==> config.mk <==
export PLATFORM = sky130hd
export DESIGN_NAME = vmaf_top
export DESIGN_NICKNAME = d
export VERILOG_FILES = /design/src/vmaf_pkg.sv /design/src/vmaf_top.sv
export SDC_FILE = /design/constraint.sdc
export NUM_CORES = 1
export LEC_CHECK = 0
export BUFFER_PORTS_ARGS = -buffer_cell sky130_fd_sc_hd__buf_4
export CAP_MARGIN = 0
export CORE_MARGIN = 2
export CORE_UTILIZATION = 35
export CTS_CLUSTER_DIAMETER = 50
export CTS_CLUSTER_SIZE = 25
export DETAILED_ROUTE_END_ITERATION = 6
export PLACE_DENSITY_LB_ADDON = 0.15
export SLEW_MARGIN = 15
export SYNTH_ARGS = -nofsm -noshare
export SYNTH_HDL_FRONTEND = slang
export SYNTH_SLANG_ARGS = --single-unit
==> constraint.sdc <==
create_clock -name clk -period 3.8 [get_ports clk]
set_clock_uncertainty 0.15 [all_clocks]
set_input_delay 0.19 -clock clk [delete_from_list [all_inputs] [get_ports clk]]
set_output_delay 0.19 -clock clk [all_outputs]
set_load 0.02 [all_outputs]
==> src/vmaf_pkg.sv <==
// Package for the valve mode and access state machine.
// Shared constants, mode codes, access values and port carriers.
package vmaf_pkg;

    // Access setting values
    typedef enum logic [1:0] {
        VMAF_ACC_REMOTE = 2'h0,
        VMAF_ACC_LOCAL  = 2'h1,
        VMAF_ACC_LOCKED = 2'h2
    } vmaf_access_t;

    // Control mode codes as read back and written
    localparam logic [3:0] VMAF_M_INIT     = 4'h0;
    localparam logic [3:0] VMAF_M_HOMING   = 4'h1;
    localparam logic [3:0] VMAF_M_POSITION = 4'h2;
    localparam logic [3:0] VMAF_M_CLOSE    = 4'h3;
    localparam logic [3:0] VMAF_M_OPEN     = 4'h4;
    localparam logic [3:0] VMAF_M_PRESSURE = 4'h5;
    localparam logic [3:0] VMAF_M_HOLD     = 4'h6;
    localparam logic [3:0] VMAF_M_LEARN    = 4'h7;
    localparam logic [3:0] VMAF_M_ILK_OPEN = 4'h8;
    localparam logic [3:0] VMAF_M_ILK_CLS  = 4'h9;
    localparam logic [3:0] VMAF_M_PWRFAIL  = 4'hc;
    localparam logic [3:0] VMAF_M_SAFETY   = 4'hd;
    localparam logic [3:0] VMAF_M_ERROR    = 4'he;

    // Reset values
    localparam vmaf_access_t VMAF_ACC_RESET  = VMAF_ACC_REMOTE;
    localparam logic [3:0]   VMAF_MODE_RESET = VMAF_M_INIT;

    // Display letters, ASCII
    localparam logic [7:0] VMAF_CH_I = 8'h49;
    localparam logic [7:0] VMAF_CH_H = 8'h48;
    localparam logic [7:0] VMAF_CH_C = 8'h43;
    localparam logic [7:0] VMAF_CH_O = 8'h4f;
    localparam logic [7:0] VMAF_CH_P = 8'h50;
    localparam logic [7:0] VMAF_CH_A = 8'h41;
    localparam logic [7:0] VMAF_CH_L = 8'h4c;
    localparam logic [7:0] VMAF_CH_S = 8'h53;
    localparam logic [7:0] VMAF_CH_F = 8'h46;
    localparam logic [7:0] VMAF_CH_E = 8'h45;

    // Mode request from one party
    typedef struct packed {
        logic       wr;     // One-cycle write strobe
        logic [3:0] mode;   // Requested mode code
    } vmaf_req_t;

    // Drive commands to the motion logic
    typedef struct packed {
        logic move_pos;     // Drive to target position
        logic move_prs;     // Regulate pressure
        logic drv_close;    // Drive fully shut
        logic drv_open;     // Drive fully open
        logic freeze;       // Hold present position
        logic homing;       // Run reference move
        logic learn;        // Run learn sequence
        logic motor_off;    // Motor de-energised
        logic inhibit;      // All movement inhibited
    } vmaf_drive_t;

    // Complete module state
    typedef struct packed {
        logic [3:0]   mode;       // Present control mode
        vmaf_access_t access;     // Present access setting
        logic         homed;      // Homing completed once
        logic         ilk_seen;   // An exception state is active
    } vmaf_state_t;

endpackage

==> src/vmaf_top.sv <==
// Valve control-mode state machine with access arbitration.
// Assumes synchronous, debounced inputs and a motion block that reports
// homing and learn completion as one-cycle pulses.
//
// Notes on behaviour
// - Access setting is Local, Remote or Locked.
// - In Remote, service port may select Local.
// - Access setting resets to Remote.
// - In Locked, service port cannot take control.
// - In Remote, service-port mode writes are ignored.
// - Service link loss forces access to Remote.
// - Writes request a mode; reads give state.
// - Start in Init until homing or exception.
// - Homing start and end follow settings.
// - Position mode drives to target position.
// - Close shuts the valve; Open opens it.
// - Pressure mode regulates to target pressure.
// - Hold freezes; Close to Hold rejected.
// - Learn runs the characterising sequence.
// - Interlock open forces 8; release Open/Init.
// - Interlock close forces 9; release Close/Init.
// - Power failure forces 12, configured direction.
// - Safety forces 13, motor off, release Init.
// - Error inhibits motion until recovery or restart.
// - First display character shows the state.
// - Ready low for Local, exceptions, unisolated init or homing.
`timescale 1ns/1ps

module vmaf_top (
    input  wire logic             clk,
    input  wire logic             rst,
    input  wire vmaf_pkg::vmaf_req_t host_req,
    input  wire vmaf_pkg::vmaf_req_t svc_req,
    input  wire logic             svc_acc_wr,
    input  wire vmaf_pkg::vmaf_access_t svc_acc,
    input  wire logic             host_acc_wr,
    input  wire vmaf_pkg::vmaf_access_t host_acc,
    input  wire logic             svc_link_ok,
    input  wire logic             ilk_open_in,
    input  wire logic             ilk_close_in,
    input  wire logic             pwr_fail_in,
    input  wire logic             pwr_fail_opt,
    input  wire logic             pwr_fail_open,
    input  wire logic             safety_in,
    input  wire logic             error_in,
    input  wire logic             error_recover,
    input  wire logic             homing_auto,
    input  wire logic [3:0]       homing_end_mode,
    input  wire logic             homing_done,
    input  wire logic             learn_done,
    input  wire logic             has_isolation,
    input  wire logic             isolated,
    output vmaf_pkg::vmaf_access_t access,
    output logic [3:0]            mode,
    output logic [7:0]            disp_char,
    output logic                  ready,
    output vmaf_pkg::vmaf_drive_t drive
);
    import vmaf_pkg::*;

    ////////////////////////////////////////////////////////////////////////
    // State and next state

    vmaf_state_t st;         // Registered state
    vmaf_state_t next_st;    // Next state
    vmaf_req_t   act_req;    // Request from the party holding rights
    logic [3:0]  req_mode;   // Mode granted this cycle

    // Check that a write target is a mode a party may request
    function automatic logic mode_ok(input logic [3:0] cur, input logic [3:0] m);
        case (m)
            VMAF_M_HOMING, VMAF_M_POSITION, VMAF_M_CLOSE, VMAF_M_OPEN,
            VMAF_M_PRESSURE, VMAF_M_LEARN: mode_ok = 1'b1;
            VMAF_M_HOLD:    mode_ok = (cur != VMAF_M_CLOSE);
            default:        mode_ok = 1'b0;   // Exceptions are not writable
        endcase
    endfunction

    // True for states only hardware may leave
    function automatic logic is_exc(input logic [3:0] m);
        is_exc = (m == VMAF_M_ILK_OPEN) || (m == VMAF_M_ILK_CLS) ||
                 (m == VMAF_M_PWRFAIL) || (m == VMAF_M_SAFETY) ||
                 (m == VMAF_M_ERROR);
    endfunction

    ////////////////////////////////////////////////////////////////////////
    // Arbitration of control rights

    // Only one party's mode write is looked at
    always_comb begin
        if (st.access == VMAF_ACC_LOCAL) begin
            act_req = svc_req;
        end else begin
            act_req = host_req;
        end
    end

    ////////////////////////////////////////////////////////////////////////
    // Next-state logic

    always_comb begin
        next_st  = st;
        req_mode = st.mode;
        // Access setting: link loss beats all, host beats service port
        if (!svc_link_ok) begin
            next_st.access = VMAF_ACC_REMOTE;
        end else if (host_acc_wr && host_acc != 2'h3) begin
            next_st.access = host_acc;
        end else if (svc_acc_wr) begin
            if (st.access == VMAF_ACC_REMOTE && svc_acc == VMAF_ACC_LOCAL) begin
                next_st.access = VMAF_ACC_LOCAL;
            end else if (st.access == VMAF_ACC_LOCAL && svc_acc == VMAF_ACC_REMOTE) begin
                next_st.access = VMAF_ACC_REMOTE;
            end
            // Locked: service port refused, nothing changes
        end

        // Homing completion is remembered for interlock release
        if (homing_done) begin
            next_st.homed = 1'b1;
        end

        // Exceptions by priority, then releases, then normal requests
        if (st.mode == VMAF_M_ERROR && !error_recover) begin
            next_st.mode = VMAF_M_ERROR;
        end else if (error_in) begin
            next_st.mode = VMAF_M_ERROR;
        end else if (safety_in) begin
            next_st.mode = VMAF_M_SAFETY;
        end else if (pwr_fail_in && pwr_fail_opt) begin
            next_st.mode = VMAF_M_PWRFAIL;
        end else if (ilk_close_in) begin
            next_st.mode = VMAF_M_ILK_CLS;
        end else if (ilk_open_in) begin
            next_st.mode = VMAF_M_ILK_OPEN;
        end else begin
            case (st.mode)
                VMAF_M_ERROR, VMAF_M_SAFETY: begin
                    next_st.mode = VMAF_M_INIT;
                end
                VMAF_M_ILK_OPEN: begin
                    next_st.mode = st.homed ? VMAF_M_OPEN : VMAF_M_INIT;
                end
                VMAF_M_ILK_CLS: begin
                    next_st.mode = st.homed ? VMAF_M_CLOSE : VMAF_M_INIT;
                end
                VMAF_M_PWRFAIL: begin
                    next_st.mode = VMAF_M_INIT; // Power back: restart
                end
                VMAF_M_INIT: begin
                    // Stays until homing is started
                    if (act_req.wr && act_req.mode == VMAF_M_HOMING) begin
                        next_st.mode = VMAF_M_HOMING;
                    end else if (homing_auto && !st.homed) begin
                        next_st.mode = VMAF_M_HOMING;
                    end
                end
                VMAF_M_HOMING: begin
                    // End state is configured, falls back to Init if invalid
                    if (homing_done) begin
                        next_st.mode = mode_ok(VMAF_M_INIT, homing_end_mode) ?
                                       homing_end_mode : VMAF_M_INIT;
                    end
                end
                VMAF_M_LEARN: begin
                    if (learn_done) begin
                        next_st.mode = VMAF_M_POSITION;
                    end else if (act_req.wr && mode_ok(st.mode, act_req.mode)) begin
                        next_st.mode = act_req.mode;
                    end
                end
                default: begin
                    // Normal operation: granted writes only
                    if (act_req.wr && mode_ok(st.mode, act_req.mode)) begin
                        req_mode     = act_req.mode;
                        next_st.mode = req_mode;
                    end
                end
            endcase
        end
        next_st.ilk_seen = is_exc(next_st.mode);
    end

    ////////////////////////////////////////////////////////////////////////
    // State register

    always_ff @(posedge clk or posedge rst) begin
        if (rst) begin
            st.mode     <= VMAF_MODE_RESET;
            st.access   <= VMAF_ACC_RESET;
            st.homed    <= 1'b0;
            st.ilk_seen <= 1'b0;
        end else begin
            st <= next_st;
        end
    end

    ////////////////////////////////////////////////////////////////////////
    // Outputs

    assign mode   = st.mode;
    assign access = st.access;

    // Drive commands decoded from the state
    always_comb begin
        drive           = '0;
        drive.move_pos  = (st.mode == VMAF_M_POSITION);
        drive.move_prs  = (st.mode == VMAF_M_PRESSURE);
        drive.drv_close = (st.mode == VMAF_M_CLOSE) || (st.mode == VMAF_M_ILK_CLS) ||
                          (st.mode == VMAF_M_PWRFAIL && !pwr_fail_open);
        drive.drv_open  = (st.mode == VMAF_M_OPEN) || (st.mode == VMAF_M_ILK_OPEN) ||
                          (st.mode == VMAF_M_PWRFAIL && pwr_fail_open);
        drive.freeze    = (st.mode == VMAF_M_HOLD);
        drive.homing    = (st.mode == VMAF_M_HOMING);
        drive.learn     = (st.mode == VMAF_M_LEARN);
        drive.motor_off = (st.mode == VMAF_M_SAFETY);
        drive.inhibit   = (st.mode == VMAF_M_ERROR) || (st.mode == VMAF_M_SAFETY);
    end

    // Display letter of the present state
    always_comb begin
        case (st.mode)
            VMAF_M_INIT, VMAF_M_ILK_OPEN, VMAF_M_ILK_CLS: disp_char = VMAF_CH_I;
            VMAF_M_HOMING, VMAF_M_HOLD: disp_char = VMAF_CH_H;
            VMAF_M_CLOSE:    disp_char = VMAF_CH_C;
            VMAF_M_OPEN:     disp_char = VMAF_CH_O;
            VMAF_M_PRESSURE: disp_char = VMAF_CH_P;
            VMAF_M_POSITION: disp_char = VMAF_CH_A;
            VMAF_M_LEARN:    disp_char = VMAF_CH_L;
            VMAF_M_SAFETY:   disp_char = VMAF_CH_S;
            VMAF_M_PWRFAIL:  disp_char = VMAF_CH_F;
            default:         disp_char = VMAF_CH_E;
        endcase
    end

    // Ready for remote operation
    always_comb begin
        ready = !(st.access == VMAF_ACC_LOCAL) && !st.ilk_seen &&
                !(has_isolation && !isolated &&
                  (st.mode == VMAF_M_INIT || st.mode == VMAF_M_HOMING));
    end

    ////////////////////////////////////////////////////////////////////////
    // Assertions

    property p_link_loss;
        @(posedge clk) disable iff (rst)
        !svc_link_ok |=> (access == VMAF_ACC_REMOTE);
    endproperty
    a_link_loss: assert property (p_link_loss) else $error("link loss kept access");

    property p_locked_hold;
        @(posedge clk) disable iff (rst)
        (access == VMAF_ACC_LOCKED && svc_link_ok && !host_acc_wr) |=>
        (access == VMAF_ACC_LOCKED);
    endproperty
    a_locked_hold: assert property (p_locked_hold) else $error("locked access left");

    property p_svc_local;
        @(posedge clk) disable iff (rst)
        (access == VMAF_ACC_REMOTE && svc_link_ok && !host_acc_wr && svc_acc_wr &&
         svc_acc == VMAF_ACC_LOCAL) |=> (access == VMAF_ACC_LOCAL);
    endproperty
    a_svc_local: assert property (p_svc_local) else $error("local request lost");

    property p_close_hold;
        @(posedge clk) disable iff (rst)
        (mode == VMAF_M_CLOSE) |=> (mode != VMAF_M_HOLD);
    endproperty
    a_close_hold: assert property (p_close_hold) else $error("close went to hold");

    property p_remote_svc;
        @(posedge clk) disable iff (rst)
        (access != VMAF_ACC_LOCAL && mode == VMAF_M_POSITION && !host_req.wr &&
         !error_in && !safety_in && !pwr_fail_in && !ilk_open_in && !ilk_close_in)
        |=> (mode == VMAF_M_POSITION);
    endproperty
    a_remote_svc: assert property (p_remote_svc) else $error("service write obeyed");

    property p_ilk_open;
        @(posedge clk) disable iff (rst)
        (ilk_open_in && !ilk_close_in && !error_in && !safety_in && !pwr_fail_in &&
         mode != VMAF_M_ERROR) |=> (mode == VMAF_M_ILK_OPEN) && drive.drv_open;
    endproperty
    a_ilk_open: assert property (p_ilk_open) else $error("interlock open missed");

    property p_safety;
        @(posedge clk) disable iff (rst)
        (mode == VMAF_M_SAFETY && !safety_in && !error_in && !(pwr_fail_in && pwr_fail_opt) &&
         !ilk_close_in && !ilk_open_in) |=> (mode == VMAF_M_INIT);
    endproperty
    a_safety: assert property (p_safety) else $error("safety release wrong");

    property p_error_stay;
        @(posedge clk) disable iff (rst)
        (mode == VMAF_M_ERROR && !error_recover) |=> (mode == VMAF_M_ERROR) && drive.inhibit;
    endproperty
    a_error_stay: assert property (p_error_stay) else $error("error left early");

    property p_ready;
        @(posedge clk) disable iff (rst)
        (access == VMAF_ACC_LOCAL || mode == VMAF_M_ERROR) |-> !ready;
    endproperty
    a_ready: assert property (p_ready) else $error("ready high wrongly");

endmodule

After elaboration in Yosys (flattened, before gate mapping)
Memory sizes are Yosys's and may differ from the RTL's.
Index checks and enable logic that the tools add are counted.
Storage, ports and cells
  flip-flop bits (word level): 8
  ROM bits: 80
  output and inout port bits: 24
  input port bits: 36
  memories: 1
  word-level logic and storage cells: 129
Memory list
  (no name shown): depth 16, bits a word 5, read ports 1, clocked after Yosys merged registers in 0, wr ports 0, RTL line vmaf_top.sv:222  | case (st.mode)
Cells by class
  multiplexer cells: 47
  eq/ne operators: 37
  reduce and logical (&&, ||, !) cells: 40
Operator list (number)
  $mux W4: 13
  $eq A4 B3 Y1 const B: 12
  $eq A4 B4 Y1 const B: 10
  $eq A4 B2 Y1 const B: 6
  $mux W1: 24
  $pmux W4 S6: 1
  $logic_and A1 B1 Y1: 15
  $eq A4 B1 Y1 const B: 3
  $mux W2: 6
  $logic_or A1 B1 Y1: 10
  $reduce_or A8 Y1: 1
  $logic_not A1 Y1: 7
  $reduce_or A7 Y1: 1
  $reduce_or A6 Y1: 1
  $mux W5: 1
  $eq A2 B1 Y1 const B: 2
  $logic_not A2 Y1: 2
  $logic_not A4 Y1: 1
  $ne A4 B1 Y1 const B: 1
  $ne A4 B2 Y1 const B: 1
  $mux W3: 1
  $ne A3 B2 Y1 const B: 1
  $reduce_or A3 Y1: 1
  $ne A2 B2 Y1 const B: 1
  2 further kinds: 2

Depth between registers and ports, before layout
  depth after elaboration: 28
  depth in mapped cells: 9
  gate-level depth less buffers: 9

Least setup slack after synthesis
OpenSTA, ideal clock, no wires.
  path kind: register -> register
  start point: reg, netlist name access[1]
  end point: reg st[0] (netlist name)
  path slack: 1803 ps
  path buffers: 1
  required time: 3519 ps
  stages on the path, launching flop included: 9
  arrival: 1716 ps
  library setup time: 131 ps
  clock period less this slack: 1997 ps
  path through: dfrtp_1 nand2b_4 buf_6 mux2_4 o31ai_2 a21oi_2 o2111ai_1 a21o_1 a21boi_2
RTL lines
  to (signal assigned): RTL line vmaf_top.sv:194  | st <= next_st;
  to (decl): RTL line vmaf_top.sv:64  | vmaf_state_t st;

==> metrics.txt <==
status finished clean; Ys Warns 0; cell count after synthesis 148; setup bufs post-CTS 0; Skew-Pair Late Insertion Delay 0.24 ns; num ports 60; fin area 0.00153 mm²; Worst setup SP type flop; placed inst area 0.00149 mm²; max-slew violation count 0; Crit path required time 3.77 ns; first-pass GRT wire length approximately 5200 µm; Post-synth top cells 19 x nand2_1, 11 x inv_1, 10 x nor2_1, 9 x buf_4; Setup TNS Final 0 ns; initial antenna violation count 0; H-tree levels 1; nets between 200 and 250; CTS root buf clkbuf_4; n_diodes 0; antenna violation net count after detailed routing 0; dpl ws 1.39 ns; via count 1225; TritonCTS clock tree yes; synthesized flop and latch total 8; clk slew on worst S/H paths 0.06 ns; vias per cell 5.15; most numerous cell in the Yosys netlist nand2_1; WL final roughly 3200 µm; synth unique cells 48; Final Cycle Share between 60% and 70%; Leak approximately 0.76 nW; Worst Path Arrival 2.41 ns; initial core utilization between 30% and 40%; Routed WL per cell 13.4 µm; final instance count without filler cells 238; GP Congestion 0.862; total CTS buffers 3; chip width 60.4 µm; Synth Area per Inst 7.52 µm²; part of the Yosys area used for sequential elements ~18%; vias in the first global route approximately 1200; total clock sinks 8; area grow syn2layout 37.2%; PwrDens 237 mW/mm²; First DRT Iteration DRCs 65; cell breakdown of the critical path nor2_1, nand2_1, o31ai_2, a21oi_2, o2111ai_1, a21o_1, a21boi_2; Post-synth ARST share 100%; drt pass-1 iters 4; critical path's slowest cell dfrtp_1; DRC Markers 0; GR Overflow Total 0; die height 60.4 µm; HPWL after DPL 2670 µm; top_reg_cell synth dfrtp_1; GRT Total Usage 18.4%; share of layout cells above drive strength 1 approximately 37%; Max Cap Viol 0; Clock Path Buffers 2; die area 0.00365 mm²; Rel. slew slack between 60% and 70%; Worst Hold Class input port to flop; port bufs 56; slew of the pin with the lowest slew margin 0.552 ns; Post-Syn Area 0.00111 mm²; CP Max Fanout 21; top post-synthesis cells by area dfrtp_1 18%, nand2_1 6.4%, buf_4 6.1%, ha_1 5.6%, inv_1 3.7%; number of synthesized flops with an enable pin 0; row count 20; placed insts 234; Synth top area share 18.0%; post-synth top area cell dfrtp_1; post-layout minimum cycle time 2.44 ns; final worst slack 1.36 ns; max frequency 0.409 GHz; final hold violations 0; Final Setup Violations 0; CP max stage delay between 0.5 and 0.6 ns; core area 0.00303 mm²; Critical Path Sink Type flop; largest net degree at the start of global routing 22; critical path class flop to flop; RSZ-0062 raised after global routing no; maximum vdd ir drop between 200 and 250 µV
[metrics by stage]
stage,power [mW],utilization (%),hold slack (ns)
after floorplan,0.227,-,-0.144
after detailed placement,0.298,49.3,0.0126
after global placement,0.295,49.3,0.0109
after CTS,0.363,50.4,0.0258
final,0.361,50.4,0.0309
after global routing,0.387,50.4,0.0286
[final timing paths]
path	slack, ns	from	depth (start not counted)	endpoint
worst min-delay path	0.03	svc_link_ok	3	access[0]
worst min register to register	0.42	st[1]	1	st[1]
worst max register to register	1.36	mode[2]	7	st[0]
worst max-delay path	1.36	mode[2]	7	st[0]
min in group asynchronous	0.29	rst	3	access[1]
max in group asynchronous	2.98	rst	3	mode[0]
[critical path, delay by kind of cell (launching register included)]
kind	cells	cell delay (ns)
AO/OA/AOI/OAI	5	0.90
AND/OR/NAND/NOR	2	0.69
flip-flops	1	0.58
[area by class of cell]
class,instances,area (µm²)
Sequential cell,8,200
Inverter,11,41.3
Tap cell,44,55.1
Clock buffer,3,22.5
Fill cell,316,1500
Timing Repair Buffer,57,430
Multi-Input combinational cell,115,777
[layout by cell type (no fill, tap or decap), types with 2 or more instances in the layout]
cell type and count:
a21oi_1 6, a31oi_1 3, and2_1 6, buf_4 56
clkbuf_4 3, conb_1 3, dfrtp_1 8, ha_1 5
inv_1 11, mux2i_1 4, nand2_1 19, nand2b_1 3
nand3_1 5, nor2_1 10, nor2b_1 4, nor3_1 4
o2111ai_1 2, o211a_1 2, o211ai_1 4, o21ai_0 8
[report_power, final]
group	leakage (nW)	switching, mW	internal, mW	total (mW)
combinational	0.663	0.104	0.0888	0.192
clock	0.0138	0.0273	0.0360	0.0633
sequential	0.0880	0.0137	0.0917	0.105
total	0.764	0.145	0.217	0.361
[timing repair]
item	CTS	global route
hold endpoints to repair	8	0
hold buffers	1	0
endpoints found under the setup margin	0	0
resized for setup	0	0
[state kept, by name, indices dropped and copies added, names as in the netlist]
| name | cells |
|---|---|
| access | 2 |
| st | 2 |
| mode | 4 |
[layer usage]
metal	track usage [%]	wire (µm)	up-vias
met5	0	0	-
met4	4.13	26	0
met2	34.2	1660	40
li1	-	-	610
met3	1.28	157	4
met1	23.1	1330	571
[cell families (layout without fill, tap and decap cells)]
| family | Yosys count | count (layout) | share of synthesized area [%] |
|---|---|---|---|
| AOI/OAI and AO/OA | 43 | 43 | 28.9 |
| other | 2 | 3 | 0.675 |
| muxes | 7 | 7 | 8.21 |
| buffers and inverters | 26 | 71 | 12.5 |
| and+or+nand+nor | 57 | 57 | 26.1 |
| DFF | 8 | 8 | 18.0 |
| adders and majority gates | 5 | 5 | 5.62 |
Note: power is estimated with default switching activity, not from simulation.
